--- src/rtl/pma_pkg.sv ---
// Shared constants and types for the macrocell array
package pma_pkg;
  // ==========================================================
  // Array geometry
  localparam int CELLS = 16;
  localparam int GRP = 8;
  localparam logic [3:0] NATIVE_ONE = 4'h7;
  localparam logic [3:0] NATIVE_TWO = 4'hF;
  localparam logic [3:0] CAP_ONE = 4'h6;
  localparam logic [3:0] CAP_TWO_LO = 4'h5;
  localparam logic [3:0] CAP_TWO_HI = 4'h6;
  // ==========================================================
  // Register offsets inside the configuration block window
  localparam logic [7:0] OFS_IN_A = 8'h00;
  localparam logic [7:0] OFS_IN_B = 8'h01;
  localparam logic [7:0] OFS_IN_C = 8'h02;
  localparam logic [7:0] OFS_CELL_ONE = 8'h10;
  localparam logic [7:0] OFS_CELL_TWO = 8'h11;
  localparam logic [7:0] OFS_MASK_ONE = 8'h12;
  localparam logic [7:0] OFS_MASK_TWO = 8'h13;
  localparam logic [7:0] MASK_RST = 8'h00;
  localparam logic [7:0] READ_IDLE = 8'h00;
  // ==========================================================
  // Modes
  typedef enum logic [1:0] {FF_D, FF_T, FF_JK, FF_SR} pma_ff_type;
  typedef enum logic [1:0] {IN_PASS, IN_LATCH, IN_REG} pma_imc_type;
endpackage : pma_pkg

--- src/rtl/pma_output_cell.sv ---
// One output cell: polarity stage, configurable flip-flop, output select
`timescale 1ns/1ps
`default_nettype none
module pma_output_cell (
  input wire logic clk,
  input wire logic rst_n,
  input wire logic term_sum,
  input wire logic polarity,
  input wire logic comb_sel,
  input wire logic clk_sel,
  input wire logic [1:0] ff_kind,
  input wire logic ded_rise,
  input wire logic pt_clk,
  input wire logic pt_preset,
  input wire logic [1:0] pt_clr,
  input wire logic pt_k,
  input wire logic load_en,
  input wire logic load_bit,
  output logic cell_value,
  output logic ff_state
);
  logic state_q;
  logic pt_clk_q;
  logic data_in;
  logic tick;
  pma_pkg::pma_ff_type kind;

  assign data_in = term_sum ^ polarity;
  assign kind = pma_pkg::pma_ff_type'(ff_kind);
  assign tick = clk_sel ? ded_rise : (pt_clk & ~pt_clk_q);

  always_ff @(posedge clk or negedge rst_n) begin
    if (!rst_n) begin
      pt_clk_q <= 1'b0;
    end else begin
      pt_clk_q <= pt_clk;
    end
  end

  // Host load sits above clear, preset and clock so software always wins
  always_ff @(posedge clk or negedge rst_n) begin
    if (!rst_n) begin
      state_q <= 1'b0;
    end else if (load_en) begin
      state_q <= load_bit;
    end else if (|pt_clr) begin
      state_q <= 1'b0;
    end else if (pt_preset) begin
      state_q <= 1'b1;
    end else if (tick) begin
      case (kind)
        pma_pkg::FF_D: state_q <= data_in;
        pma_pkg::FF_T: state_q <= state_q ^ data_in;
        pma_pkg::FF_JK: state_q <= (data_in & ~state_q) | (~pt_k & state_q);
        pma_pkg::FF_SR: state_q <= data_in | (~pt_k & state_q);
        default: state_q <= state_q;
      endcase
    end
  end

  assign cell_value = comb_sel ? data_in : state_q;
  assign ff_state = state_q;
endmodule : pma_output_cell
`default_nettype wire

--- src/rtl/pma_input_port.sv ---
// Eight input cells of one port: pass, transparent latch or edge register
`timescale 1ns/1ps
`default_nettype none
module pma_input_port #(
  parameter int WIDTH = 8
) (
  input wire logic clk,
  input wire logic rst_n,
  input wire logic [WIDTH-1:0] pin,
  input wire logic [WIDTH-1:0][1:0] mode,
  input wire logic [1:0] src_ale,
  input wire logic pt_lo,
  input wire logic pt_hi,
  input wire logic ale,
  output logic [WIDTH-1:0] value_q
);
  logic [1:0] en;
  logic [1:0] en_q;

  if (WIDTH != 8) begin : g_bad_width
    $error("input port must be eight cells wide");
  end

  assign en[0] = src_ale[0] ? ale : pt_lo;
  assign en[1] = src_ale[1] ? ale : pt_hi;

  always_ff @(posedge clk or negedge rst_n) begin
    if (!rst_n) begin
      en_q <= 2'h0;
    end else begin
      en_q <= en;
    end
  end

  always_ff @(posedge clk or negedge rst_n) begin
    if (!rst_n) begin
      value_q <= '0;
    end else begin
      for (int i = 0; i < WIDTH; i++) begin
        case (pma_pkg::pma_imc_type'(mode[i]))
          pma_pkg::IN_PASS: value_q[i] <= pin[i];
          pma_pkg::IN_LATCH: if (en[i/4]) value_q[i] <= pin[i];
          pma_pkg::IN_REG: if (en[i/4] && !en_q[i/4]) value_q[i] <= pin[i];
          default: value_q[i] <= value_q[i];
        endcase
      end
    end
  end
endmodule : pma_input_port
`default_nettype wire

--- src/rtl/pma_macrocell_array.sv ---
// Macrocell array: sixteen output cells, 24 input cells, host load and read
// Operation
// - Sixteen output cells, two routable groups
// - Host loads and reads cells, bit n
// - Native and borrowable term counts per group
// - A used term is never shared
// - XOR stage sets output polarity
// - Select flop or combinational, feed back
// - Flop acts as D, T, JK, SR
// - Flop clock: product term or dedicated pin
// - Active high preset, two-term clear
// - Host load overrides preset, clear, clock
// - Edge or level loading on write strobe
// - Mask bit one blocks writes, reset zero
// - Pin enable is term OR direction
// - No enable equation means always enabled
// - Internal node frees pin, keeps feedback
// - 24 input cells: latch, register, pass
// - Input enable per nibble: term or strobe
// - Host reads present input cell values
// - Strobe-clocked input cells capture high address
// - Array sits at configuration block address
`timescale 1ns/1ps
`default_nettype none
module pma_macrocell_array #(
  parameter int GROUP_CELLS = 8
) (
  input wire logic clk,
  input wire logic rst_n,
  input wire logic config_block_select,
  input wire logic [7:0] host_addr,
  input wire logic [7:0] host_data_in,
  input wire logic bus_control_zero_n,
  input wire logic bus_control_one_n,
  input wire logic address_latch_strobe,
  input wire logic dedicated_clock_pin,
  input wire logic [15:0][3:0] pt_native,
  input wire logic [15:0] pt_clk,
  input wire logic [15:0] pt_preset,
  input wire logic [15:0][1:0] pt_clr,
  input wire logic [15:0] pt_k,
  input wire logic [15:0] pt_oe,
  input wire logic [5:0] pt_in_enable,
  input wire logic [15:0][3:0] cfg_use_native,
  input wire logic [15:0][7:0] cfg_borrow,
  input wire logic [15:0] cfg_polarity,
  input wire logic [15:0] cfg_comb_sel,
  input wire logic [15:0] cfg_clk_pin,
  input wire logic [15:0][1:0] cfg_ff_kind,
  input wire logic [15:0] cfg_node,
  input wire logic [15:0] cfg_has_oe_eq,
  input wire logic [7:0] cfg_route_one,
  input wire logic [7:0] cfg_route_two,
  input wire logic cfg_level_load,
  input wire logic [7:0][1:0] cfg_in_mode_a,
  input wire logic [7:0][1:0] cfg_in_mode_b,
  input wire logic [7:0][1:0] cfg_in_mode_c,
  input wire logic [5:0] cfg_in_ale,
  input wire logic [7:0] dir_a,
  input wire logic [7:0] dir_b,
  input wire logic [7:0] dir_c,
  input wire logic [7:0] port_a_in,
  input wire logic [7:0] port_b_in,
  input wire logic [7:0] port_c_in,
  output logic [7:0] host_data_out,
  output logic host_data_oe,
  output logic [7:0] port_a_out,
  output logic [7:0] port_a_oe,
  output logic [7:0] port_b_out,
  output logic [7:0] port_b_oe,
  output logic [7:0] port_c_out,
  output logic [7:0] port_c_oe,
  output logic [15:0] feedback_q,
  output logic [7:0] input_bus_a,
  output logic [7:0] input_bus_b,
  output logic [7:0] input_bus_c
);
  // ==========================================================
  // Helpers
  function automatic int nb(input int c, input int d);
    return (c & ~7) | ((c + d) & 7);
  endfunction : nb

  function automatic logic [3:0] native_mask(input int c);
    return (c < 8) ? pma_pkg::NATIVE_ONE : pma_pkg::NATIVE_TWO;
  endfunction : native_mask

  function automatic logic [3:0] cap_of(input int c);
    if (c < 8) return pma_pkg::CAP_ONE;
    return (c < 12) ? pma_pkg::CAP_TWO_LO : pma_pkg::CAP_TWO_HI;
  endfunction : cap_of

  // Keeps the lowest requested terms, at most cap of them
  function automatic logic [7:0] limit_req(input logic [7:0] m, input logic [3:0] cap);
    logic [7:0] r;
    logic [3:0] n;
    r = 8'h00;
    n = 4'h0;
    for (int b = 0; b < 8; b++) begin
      if (m[b] && n < cap) begin
        r[b] = 1'b1;
        n = n + 4'h1;
      end
    end
    return r;
  endfunction : limit_req

  if (GROUP_CELLS != pma_pkg::GRP) begin : g_bad_group
    $error("each group holds exactly eight cells");
  end

  // ==========================================================
  // Product term allocation
  logic [15:0][3:0] use_nat;
  logic [15:0][3:0] req_l;
  logic [15:0][3:0] req_r;
  logic [15:0][3:0] gnt_l;
  logic [15:0][3:0] gnt_r;
  logic [15:0] term_sum;

  // A cell borrows from its two neighbours in the group; a term reserved by
  // its owner or by the cell borrowing rightward is denied to everyone else
  always_comb begin
    for (int c = 0; c < 16; c++) begin
      use_nat[c] = cfg_use_native[c] & native_mask(c);
      {req_r[c], req_l[c]} = limit_req(cfg_borrow[c]
        & {native_mask(nb(c, 1)), native_mask(nb(c, 7))}, cap_of(c));
    end
    for (int c = 0; c < 16; c++) begin
      gnt_r[c] = req_r[c] & ~use_nat[nb(c, 1)];
      gnt_l[c] = req_l[c] & ~use_nat[nb(c, 7)] & ~req_r[nb(c, 6)];
      term_sum[c] = |(pt_native[c] & use_nat[c])
        | |(pt_native[nb(c, 1)] & gnt_r[c])
        | |(pt_native[nb(c, 7)] & gnt_l[c]);
    end
  end

  // ==========================================================
  // Host write path
  logic wr_act;
  logic wr_act_q;
  logic [7:0] wr_addr_q;
  logic [7:0] wr_data_q;
  logic fire;
  logic [7:0] f_addr;
  logic [7:0] f_data;
  logic [7:0] mask_one_q;
  logic [7:0] mask_two_q;
  logic [7:0] load_one;
  logic [7:0] load_two;

  assign wr_act = ~bus_control_zero_n & config_block_select;

  // Address and data are held while the strobe is low, since both may be
  // gone by the time the trailing edge is seen
  always_ff @(posedge clk or negedge rst_n) begin
    if (!rst_n) begin
      wr_act_q <= 1'b0;
      wr_addr_q <= 8'h00;
      wr_data_q <= 8'h00;
    end else begin
      wr_act_q <= wr_act;
      if (wr_act) begin
        wr_addr_q <= host_addr;
        wr_data_q <= host_data_in;
      end
    end
  end

  assign fire = cfg_level_load ? wr_act : (wr_act_q & ~wr_act);
  assign f_addr = cfg_level_load ? host_addr : wr_addr_q;
  assign f_data = cfg_level_load ? host_data_in : wr_data_q;

  always_ff @(posedge clk or negedge rst_n) begin
    if (!rst_n) begin
      mask_one_q <= pma_pkg::MASK_RST;
      mask_two_q <= pma_pkg::MASK_RST;
    end else if (fire) begin
      if (f_addr == pma_pkg::OFS_MASK_ONE) mask_one_q <= f_data;
      if (f_addr == pma_pkg::OFS_MASK_TWO) mask_two_q <= f_data;
    end
  end

  assign load_one = (fire && f_addr == pma_pkg::OFS_CELL_ONE) ? ~mask_one_q : 8'h00;
  assign load_two = (fire && f_addr == pma_pkg::OFS_CELL_TWO) ? ~mask_two_q : 8'h00;

  // ==========================================================
  // Output cells
  logic ded_q;
  logic ded_rise;
  logic [15:0] load_vec;
  logic [15:0] cell_value;
  logic [15:0] ff_state;

  always_ff @(posedge clk or negedge rst_n) begin
    if (!rst_n) begin
      ded_q <= 1'b0;
    end else begin
      ded_q <= dedicated_clock_pin;
    end
  end

  assign ded_rise = dedicated_clock_pin & ~ded_q;
  assign load_vec = {load_two, load_one};

  for (genvar g = 0; g < 16; g++) begin : g_cell
    pma_output_cell u_cell (
      .clk(clk),
      .rst_n(rst_n),
      .term_sum(term_sum[g]),
      .polarity(cfg_polarity[g]),
      .comb_sel(cfg_comb_sel[g]),
      .clk_sel(cfg_clk_pin[g]),
      .ff_kind(cfg_ff_kind[g]),
      .ded_rise(ded_rise),
      .pt_clk(pt_clk[g]),
      .pt_preset(pt_preset[g]),
      .pt_clr(pt_clr[g]),
      .pt_k(pt_k[g]),
      .load_en(load_vec[g]),
      .load_bit(f_data[g % 8]),
      .cell_value(cell_value[g]),
      .ff_state(ff_state[g])
    );
  end

  // ==========================================================
  // Pin routing and drivers
  logic [7:0] drive_a;
  logic [7:0] drive_b1;
  logic [7:0] drive_b2;
  logic [7:0] drive_c;
  logic [15:0] en_cell;

  // Port B bit n is shared; group one takes it when both groups ask
  assign drive_a = ~cfg_node[7:0] & ~cfg_route_one;
  assign drive_b1 = ~cfg_node[7:0] & cfg_route_one;
  assign drive_b2 = ~cfg_node[15:8] & ~cfg_route_two & ~drive_b1;
  assign drive_c = ~cfg_node[15:8] & cfg_route_two;
  assign en_cell = pt_oe | ~cfg_has_oe_eq;

  always_ff @(posedge clk or negedge rst_n) begin
    if (!rst_n) begin
      port_a_out <= 8'h00;
      port_b_out <= 8'h00;
      port_c_out <= 8'h00;
    end else begin
      port_a_out <= cell_value[7:0];
      port_b_out <= (drive_b1 & cell_value[7:0]) | (~drive_b1 & cell_value[15:8]);
      port_c_out <= cell_value[15:8];
    end
  end

  always_ff @(posedge clk or negedge rst_n) begin
    if (!rst_n) begin
      port_a_oe <= 8'h00;
      port_b_oe <= 8'h00;
      port_c_oe <= 8'h00;
    end else begin
      port_a_oe <= drive_a & (en_cell[7:0] | dir_a);
      port_b_oe <= (drive_b1 & (en_cell[7:0] | dir_b))
        | (drive_b2 & (en_cell[15:8] | dir_b));
      port_c_oe <= drive_c & (en_cell[15:8] | dir_c);
    end
  end

  // Feedback runs whether or not the cell owns a pin
  always_ff @(posedge clk or negedge rst_n) begin
    if (!rst_n) begin
      feedback_q <= 16'h0000;
    end else begin
      feedback_q <= cell_value;
    end
  end

  // ==========================================================
  // Input cells
  pma_input_port #(.WIDTH(8)) u_in_a (
    .clk(clk),
    .rst_n(rst_n),
    .pin(port_a_in),
    .mode(cfg_in_mode_a),
    .src_ale(cfg_in_ale[1:0]),
    .pt_lo(pt_in_enable[0]),
    .pt_hi(pt_in_enable[1]),
    .ale(address_latch_strobe),
    .value_q(input_bus_a)
  );

  pma_input_port #(.WIDTH(8)) u_in_b (
    .clk(clk),
    .rst_n(rst_n),
    .pin(port_b_in),
    .mode(cfg_in_mode_b),
    .src_ale(cfg_in_ale[3:2]),
    .pt_lo(pt_in_enable[2]),
    .pt_hi(pt_in_enable[3]),
    .ale(address_latch_strobe),
    .value_q(input_bus_b)
  );

  pma_input_port #(.WIDTH(8)) u_in_c (
    .clk(clk),
    .rst_n(rst_n),
    .pin(port_c_in),
    .mode(cfg_in_mode_c),
    .src_ale(cfg_in_ale[5:4]),
    .pt_lo(pt_in_enable[4]),
    .pt_hi(pt_in_enable[5]),
    .ale(address_latch_strobe),
    .value_q(input_bus_c)
  );

  // ==========================================================
  // Host read path
  logic rd_act;

  assign rd_act = ~bus_control_one_n & config_block_select;

  always_ff @(posedge clk or negedge rst_n) begin
    if (!rst_n) begin
      host_data_out <= pma_pkg::READ_IDLE;
      host_data_oe <= 1'b0;
    end else begin
      host_data_oe <= rd_act;
      case (host_addr)
        pma_pkg::OFS_IN_A: host_data_out <= input_bus_a;
        pma_pkg::OFS_IN_B: host_data_out <= input_bus_b;
        pma_pkg::OFS_IN_C: host_data_out <= input_bus_c;
        pma_pkg::OFS_CELL_ONE: host_data_out <= ff_state[7:0];
        pma_pkg::OFS_CELL_TWO: host_data_out <= ff_state[15:8];
        pma_pkg::OFS_MASK_ONE: host_data_out <= mask_one_q;
        pma_pkg::OFS_MASK_TWO: host_data_out <= mask_two_q;
        default: host_data_out <= pma_pkg::READ_IDLE;
      endcase
    end
  end
endmodule : pma_macrocell_array
`default_nettype wire

--- config.mk ---
export PLATFORM = sky130hd
export DESIGN_NAME = pma_macrocell_array
export DESIGN_NICKNAME = d
export VERILOG_FILES = /design/src/rtl/pma_pkg.sv /design/src/rtl/pma_output_cell.sv /design/src/rtl/pma_input_port.sv /design/src/rtl/pma_macrocell_array.sv
export SDC_FILE = /design/constraint.sdc
export NUM_CORES = 1
export LEC_CHECK = 0
export BUFFER_PORTS_ARGS = -buffer_cell sky130_fd_sc_hd__buf_2
export CELL_PAD_IN_SITES_DETAIL_PLACEMENT = 1
export CELL_PAD_IN_SITES_GLOBAL_PLACEMENT = 1
export CORE_AREA = 2 2 279 281
export CTS_BUF_LIST = sky130_fd_sc_hd__clkbuf_8
export DETAILED_ROUTE_END_ITERATION = 8
export DIE_AREA = 0 0 281 283
export PLACE_DENSITY_LB_ADDON = 0.1
export SYNTH_ARGS = -nofsm -noshare
export SYNTH_HDL_FRONTEND = slang
export SYNTH_SLANG_ARGS = --single-unit
--- constraint.sdc ---
create_clock -name clk -period 3 [get_ports clk]
set_clock_uncertainty 0.1 [all_clocks]
set_input_delay 0.45 -clock clk [delete_from_list [all_inputs] [get_ports clk]]
set_output_delay 0.45 -clock clk [all_outputs]
set_load 0.005 [all_outputs]
==> results.md, run 1 <==
- Max-slew headroom: 0.4751
- Critical Path Source Type: input port
- Final core utilization: 0.3815
- GR Overflow Total: 0
- Die area: approximately 80,000 um2
- CP max FO: 4
- Critical Path Sink: g_cell[11].u_cell.ff_state
- Count of input and output buffers: around 680
- Cell taking the most area after synthesis: dfrtp_1
- Initial Util: 0.2038
- Slowest-stage cell, CP: mux2_4
- Power share of the sequential group: 0.228
- Crit path DAT: ~5900 ps
- Synth cell types: between 90 and 100
- CTS Buf Count: 17
- Die width: about 280 um
- Tot Pwr: 10,650 uW
- Worst Hold Class: in -> reg
- Clock sinks: 153
- Top_reg_cell synth: dfrtp_1
- # H-tree levels: 4
- Pint: between 6000 and 7000 uW
- Post-synth EDFFs: 0
- Hpwl dp: roughly 77,000 um
- Req. time, crit path: 3400 ps
- Post-DRT Antenna Nets: 0
- Psw: around 4200 uW
- Pre-CTS setup slack: -3390 ps
- Crit end category: flip-flop
- Placed Instance Area: roughly 25,000 um2
- First-pass GRT wire length: roughly 130,000 um
- Synth top area cells: dfrtp_1 (24%), ha_1 (10%), mux2_2 (5.0%)
- Violated checks: setup timing
- CTS tree: done
- Most frequent CP cell: ha_4
- Setup CP Type: in -> reg
- Nets@finish: between 3,000 and 4,000
- DR vias: 20,190
- Simple logic cell fraction of the synthesized area: 0.2312
- Yosys top cell area share: 0.2449
- Max incr delay on CP: 300 ps
- CP delay by family, top: compound AO/OA/AOI/OAI gates
- Register area share after synthesis: 0.2449
- Switch share: 0.3962
- Post-Syn Nets: roughly 2,600
- Largest family of logic cells by synthesized area: compound AO/OA/AOI/OAI gates
- Vias in the first global route: between 20,000 and 25,000
- Final setup viols: 32
- Critical Path Stages: 33
- # DRC: 0
- Vias/cell: 4.679
- Depth of the most critical reg-to-reg path: 8
- First drt pass iteration count: 5
- Core region area: ~77,000 um2
- Critical path launch point: cfg_borrow[88]
- Synth Area in Compound Gates: 0.2375
- Outcome: finished with violations
- Largest net degree at the start of global routing: 54
- Fin. Hold Viols: 0
- Register bit total from synthesis: between 150 and 200
- Async SR Flop Fraction: 1.000
- DRT iter0 DRCs: 675
- GP Congestion: just over 0.9
- Layout cell share with drive strength beyond 1: 0.5433
- Final Slew Violations: 0
- Clock power share: 0.173
- Root Buffer: clkbuf_8
- Worst R2R Start: ded_q
- Tcrit/Tclk final: 1.844
- Post-synthesis adder-cell area fraction: 0.1024
- PnR worst setup slack: -2531 ps
- Final min period: around 5500 ps
- Post-synthesis average cell area: 8.232 um2
- GR Util All Layers: 0.2196
- Worst r2r dst: g_cell[11].u_cell.ff_state
- Static leakage: 0.01381 uW
- CP bufs+invs: 8
- RSZ-0062 raised after global routing: true
- Worst-skew pair later-pin latency: between 500 and 600 ps
- Power Density: ~360 nW/um2
- Cell Area, Synth: roughly 16,000 um2
- Cell count after synthesis: roughly 1,900
- Most used cells in the layout excluding fill and tap cells: buf_2 (646), buf_4 (578), dfrtp_1 (153)
- Number of fillers in the final layout: ~9,100
- Yosys warning total: 0
- Routed len/inst: approximately 21 um
- # rows: ~100
- Clock Path Buffers: 2
- Final wirelength: about 90,000 um
- Post-synthesis xor/xnor area fraction: 0.04802
- Initial antenna violation count: just over 40
- Logic pwr share: 0.599
- Max VDD drop: 0.0002694 V
- Multiplexer share of the synthesized area: 0.07348
- Actual slew at the worst max-slew pin: roughly 800 ps
- Most common cell after layout, fill and taps aside: buf_2
- Area grow syn2layout: 87.18%
- Reg clk slew, reported paths: between 100 and 150 ps
- Fmax: about 180 MHz
- Die H: 283 um
- Post-route cell area: approximately 29,000 um2
- Total I/O pin count: just over 700
- # Max-Cap Violations: 0
- R2R Setup Slk: roughly 500 ps
-- routing by layer --
| layer | GRT usage | wire length (um) | vias up |
|---|---|---|---|
| met5 | 0 | 276 | - |
| met4 | 0.05174 | 1555 | 42 |
| met3 | 0.04997 | 4608 | 109 |
| met1 | 0.2478 | 35550 | 9922 |
| met2 | 0.4121 | 47270 | 434 |
| li1 | - | - | 9686 |
-- worst register-to-register path, delay by kind of cell (launching register included) --
| family | cells | cell delay [ps] |
|---|---|---|
| compound gates | 1 | 210 |
| buf+inv | 1 | 210 |
| flops | 1 | 410 |
| mux | 1 | 290 |
| simple gates | 5 | 1250 |
-- state kept, by name, indices dropped and copies added (netlist names) --
name and count:
u_in_c.en_q 2, g_cell.u_cell.ff_state 16, g_cell.u_cell.pt_clk_q 16, u_in_a.value_q 8, wr_act_q 1, mask_two_q 8, u_in_a.en_q 2, wr_data_q 8
feedback_q 16, ded_q 1, host_data_out 8, u_in_b.value_q 8, host_data_oe 1, port_c_oe 8, wr_addr_q 8, u_in_c.value_q 8
port_a_oe 8, mask_one_q 8, u_in_b.en_q 2, port_b_out 8, port_b_oe 8
-- worst min path at each step --
stage          cells past startpoint       startpoint                        end
6_report                           2  cfg_comb_sel[7]              feedback_q[7]
4_1_cts                            3     pt_preset[4]  g_cell[4].u_cell.ff_state
3_3_place_gp                       1            rst_n               port_c_oe[2]
3_5_place_dp                       1            rst_n               port_c_oe[2]
5_1_grt                            2  cfg_comb_sel[6]              feedback_q[6]
2_1_floorplan                      0            rst_n                      ded_q
-- stage by stage --
step	hold WS (ps)	TNS (ps)	cells
after floorplan	54.41	-51930	1899
after global placement	350.5	-74330	4063
after detailed placement	351.9	-78400	4063
after CTS	3.012	-43670	4269
after global routing	26.49	-51660	4312
final	57.88	-45830	4316
-- what timing repair did --
item,in CTS,in global routing
pin swaps,200,103
setup buffers,78,37
endpoints found under the setup margin,37,35
hold buffers,103,1
gates resized for setup,282,127
cloned,0,0
endpoints found under the hold margin,135,1
-- layout make-up --
type,instances,area (um2),area share
Multi-Input combinational cell,1508,13330,0.4555
Clock buffer,17,234.0,0.007996
Clock inverter,15,195.2,0.006671
Timing Repair Buffer,1384,9432,0.3223
Antenna cell,16,40.04,0.001368
Sequential cell,153,3829,0.1308
Inverter,183,902.1,0.03083
Tap cell,1040,1301,0.04447
-- cells in the mapped netlist (all sizes together), types with 20 or more instances --
| cell | instances |
|---|---|
| xnor2 | 44 |
| xor2 | 39 |
| nand2 | 177 |
| nor2b | 39 |
| nor3b | 49 |
| nor3 | 31 |
| nor2 | 122 |
| ha | 128 |
| o211ai | 24 |
| a21oi | 67 |
| nand3 | 58 |
| a22oi | 34 |
| mux2 | 70 |
| a31oi | 37 |
| dfrtp | 153 |
| o21ai | 131 |
| buf | 31 |
| mux2i | 36 |
| inv | 183 |
| clkbuf | 24 |
| nand2b | 49 |
| a211oi | 20 |
-- cells by family (layout without fill, tap and decap cells) --
kind of cell | Yosys count | after routing
compound gates | 521 | 521
xor+xnor | 84 | 84
fa+ha+maj | 128 | 128
buf+inv | 238 | 1599
flops | 153 | 153
mux | 106 | 106
other cells | 0 | 16
simple gates | 669 | 669
-- power groups by stage --
stage | clock, uW | combinational [uW] | sequential, uW
2_1_floorplan | 0 | 2620 | 2410
3_3_place_gp | 0 | 5000 | 2480
3_5_place_dp | 0 | 5160 | 2480
4_1_cts | 1950 | 5990 | 2440
5_1_grt | 2010 | 6970 | 2460
6_report | 1840 | 6380 | 2430
Power figures use the tool's default switching activity.
==> run 2, diff against run 1 <==
- PLACE_DENSITY_LB_ADDON: 0.1 -> 0.25
==> results.md, run 2 (synthesized netlist as in run 1, its figures left out) <==
- Core region area: approximately 77,000 um2
- Switch share: 0.3962
- Req. time, crit path: about 3400 ps
- Initial antenna violation count: 38
- Clock power share: 0.174
- Fmax: 179.5 MHz
- Routed len/inst: about 21 um
- Worst Hold Launch: port_a_in[3]
- Outcome: finished with violations
- Logic pwr share: 0.597
- Die area: around 80,000 um2
- Setup TNS: -48,250 ps
- Die width: roughly 280 um
- Final wirelength: around 90,000 um
- Layout cell share with drive strength beyond 1: 0.5461
- Post-route cell area: around 29,000 um2
- Violated checks: setup timing
- Clock sinks: 153
- GP Congestion: ~0.96
- Most common cell after layout, fill and taps aside: buf_2
- # rows: between 100 and 150
- Final setup viols: 33
- Area grow syn2layout: 85.72%
- Vias in the first global route: approximately 22,000
- Crit end category: flip-flop
- Worst-skew pair later-pin latency: 550 ps
- First drt pass iteration count: 5
- Largest net degree at the start of global routing: 65
- Most used cells in the layout excluding fill and tap cells: buf_2 (645), buf_4 (566), dfrtp_1 (153)
- Worst R2R Start: wr_addr_q[5]
- Psw: 4202 uW
- # Max-Cap Violations: 0
- Total I/O pin count: about 710
- Setup CP Type: in -> reg
- Critical Path Source Type: input port
- CTS Buf Count: 17
- Clock Path Buffers: 2
- Critical path launch point: cfg_borrow[88]
- Power share of the sequential group: 0.230
- Placed Cells: around 4,100
- Tcrit/Tclk final: 1.857
- Vias/cell: around 4.7
- Max incr delay on CP: between 300 and 400 ps
- Crit path DAT: between 5000 and 6000 ps
- Max-slew headroom: 0.3977
- Die H: roughly 280 um
- First-pass GRT wire length: around 130,000 um
- Worst Hold Class: in -> reg
- # DRC: 0
- Pint: 6404 uW
- Nets@finish: approximately 4,000
- CTS tree: done
- PnR worst setup slack: -2571 ps
- Power Density: ~370 nW/um2
- Static leakage: about 0.014 uW
- CP max FO: 3
- RSZ-0062 raised after global routing: true
- Root Buffer: clkbuf_8
- DRT iter0 DRCs: roughly 800
- Post-DRT Antenna Nets: 0
- Placed Instance Area: 25,130 um2
- Initial Util: 0.2038
- R2R Setup Slk: roughly 360 ps
- Final Slew Violations: 0
- Slowest-stage cell, CP: mux2_4
- Reg clk slew, reported paths: approximately 100 ps
- GR Overflow Total: 0
- Hpwl dp: roughly 77,000 um
- Count of input and output buffers: 676
- Max VDD drop: approximately 0.00023 V
- Fin. Hold Viols: 0
- GR Util All Layers: 0.2214
- # H-tree levels: 4
- Actual slew at the worst max-slew pin: 878.3 ps
- Fin cells: roughly 4,300
- Final min period: between 5000 and 6000 ps
- Hold Worst Slack: 53.20 ps
- DR vias: between 20,000 and 25,000
run 2: cell types whose count changed in the layout (fill, tap and decap cells not counted), sizes merged:
cell / previous run / this run
clkinvlp: 0 / 1
buf: 1279 / 1269
bufinv: 1 / 2
diode: 16 / 15
clkinv: 6 / 4
dlygate4sd3: 104 / 88
run 2: worst max-delay path, delay by kind of cell:
family | cells | cell delay, ps
mux | 3 | 920
xor+xnor | 2 | 330
compound gates | 7 | 1500
fa+ha+maj | 5 | 1100
simple gates | 9 | 1250
buf+inv | 5 | 370
run 2: final timing paths:
path | to | cells after the start
max | g_cell[13].u_cell.ff_state | 31
min | u_in_a.value_q[3] | 2
max reg2reg | g_cell[0].u_cell.ff_state | 7
min reg2reg | mask_one_q[3] | 2
max in group asynchronous | g_cell[13].u_cell.ff_state | 3
min in group asynchronous | feedback_q[4] | 2
run 2: per-layer routing:
layer / up-vias / wire length, um / GRT usage
met5: - / 197 / 0
met4: 32 / 1918 / 0.05521
met3: 107 / 4812 / 0.04412
met2: 533 / 47770 / 0.4169
met1: 10020 / 35760 / 0.2515
li1: 9630 / - / -
run 2: repair_timing:
action	CTS	global route
hold buffers	88	0
buffers inserted	76	29
hold endpoints to repair	135	0
gates resized for setup	282	139
setup endpoints to repair	38	40
pin swaps	213	110
run 2: power groups by stage:
stage / combinational, uW / sequential, uW / clock [uW]
after floorplan: 2620 / 2410 / 0
after global placement: 4980 / 2470 / 0
after detailed placement: 5170 / 2480 / 0
after CTS: 5960 / 2440 / 1950
after global routing: 6860 / 2460 / 2010
final: 6330 / 2440 / 1840
run 2: layout make-up:
type / count / area, um2
Sequential cell: 153 / 3829
Inverter: 183 / 914.6
Clock inverter: 15 / 182.7
Fill cell: 9149 / 47670
Clock buffer: 17 / 234.0
Timing Repair Buffer: 1358 / 9228
Antenna cell: 15 / 37.54
Multi-Input combinational cell: 1508 / 13310
Tap cell: 1040 / 1301
run 2: per-stage QoR:
| step | setup slack (ps) | utilization | power, uW |
|---|---|---|---|
| floorplan | -2887 | - | 5028 |
| global placement | -3203 | 0.3276 | 7454 |
| detailed placement | -3357 | 0.3276 | 7650 |
| CTS | -2440 | 0.3678 | 10350 |
| global route | -2770 | 0.3783 | 11340 |
| finish | -2571 | 0.3785 | 10610 |
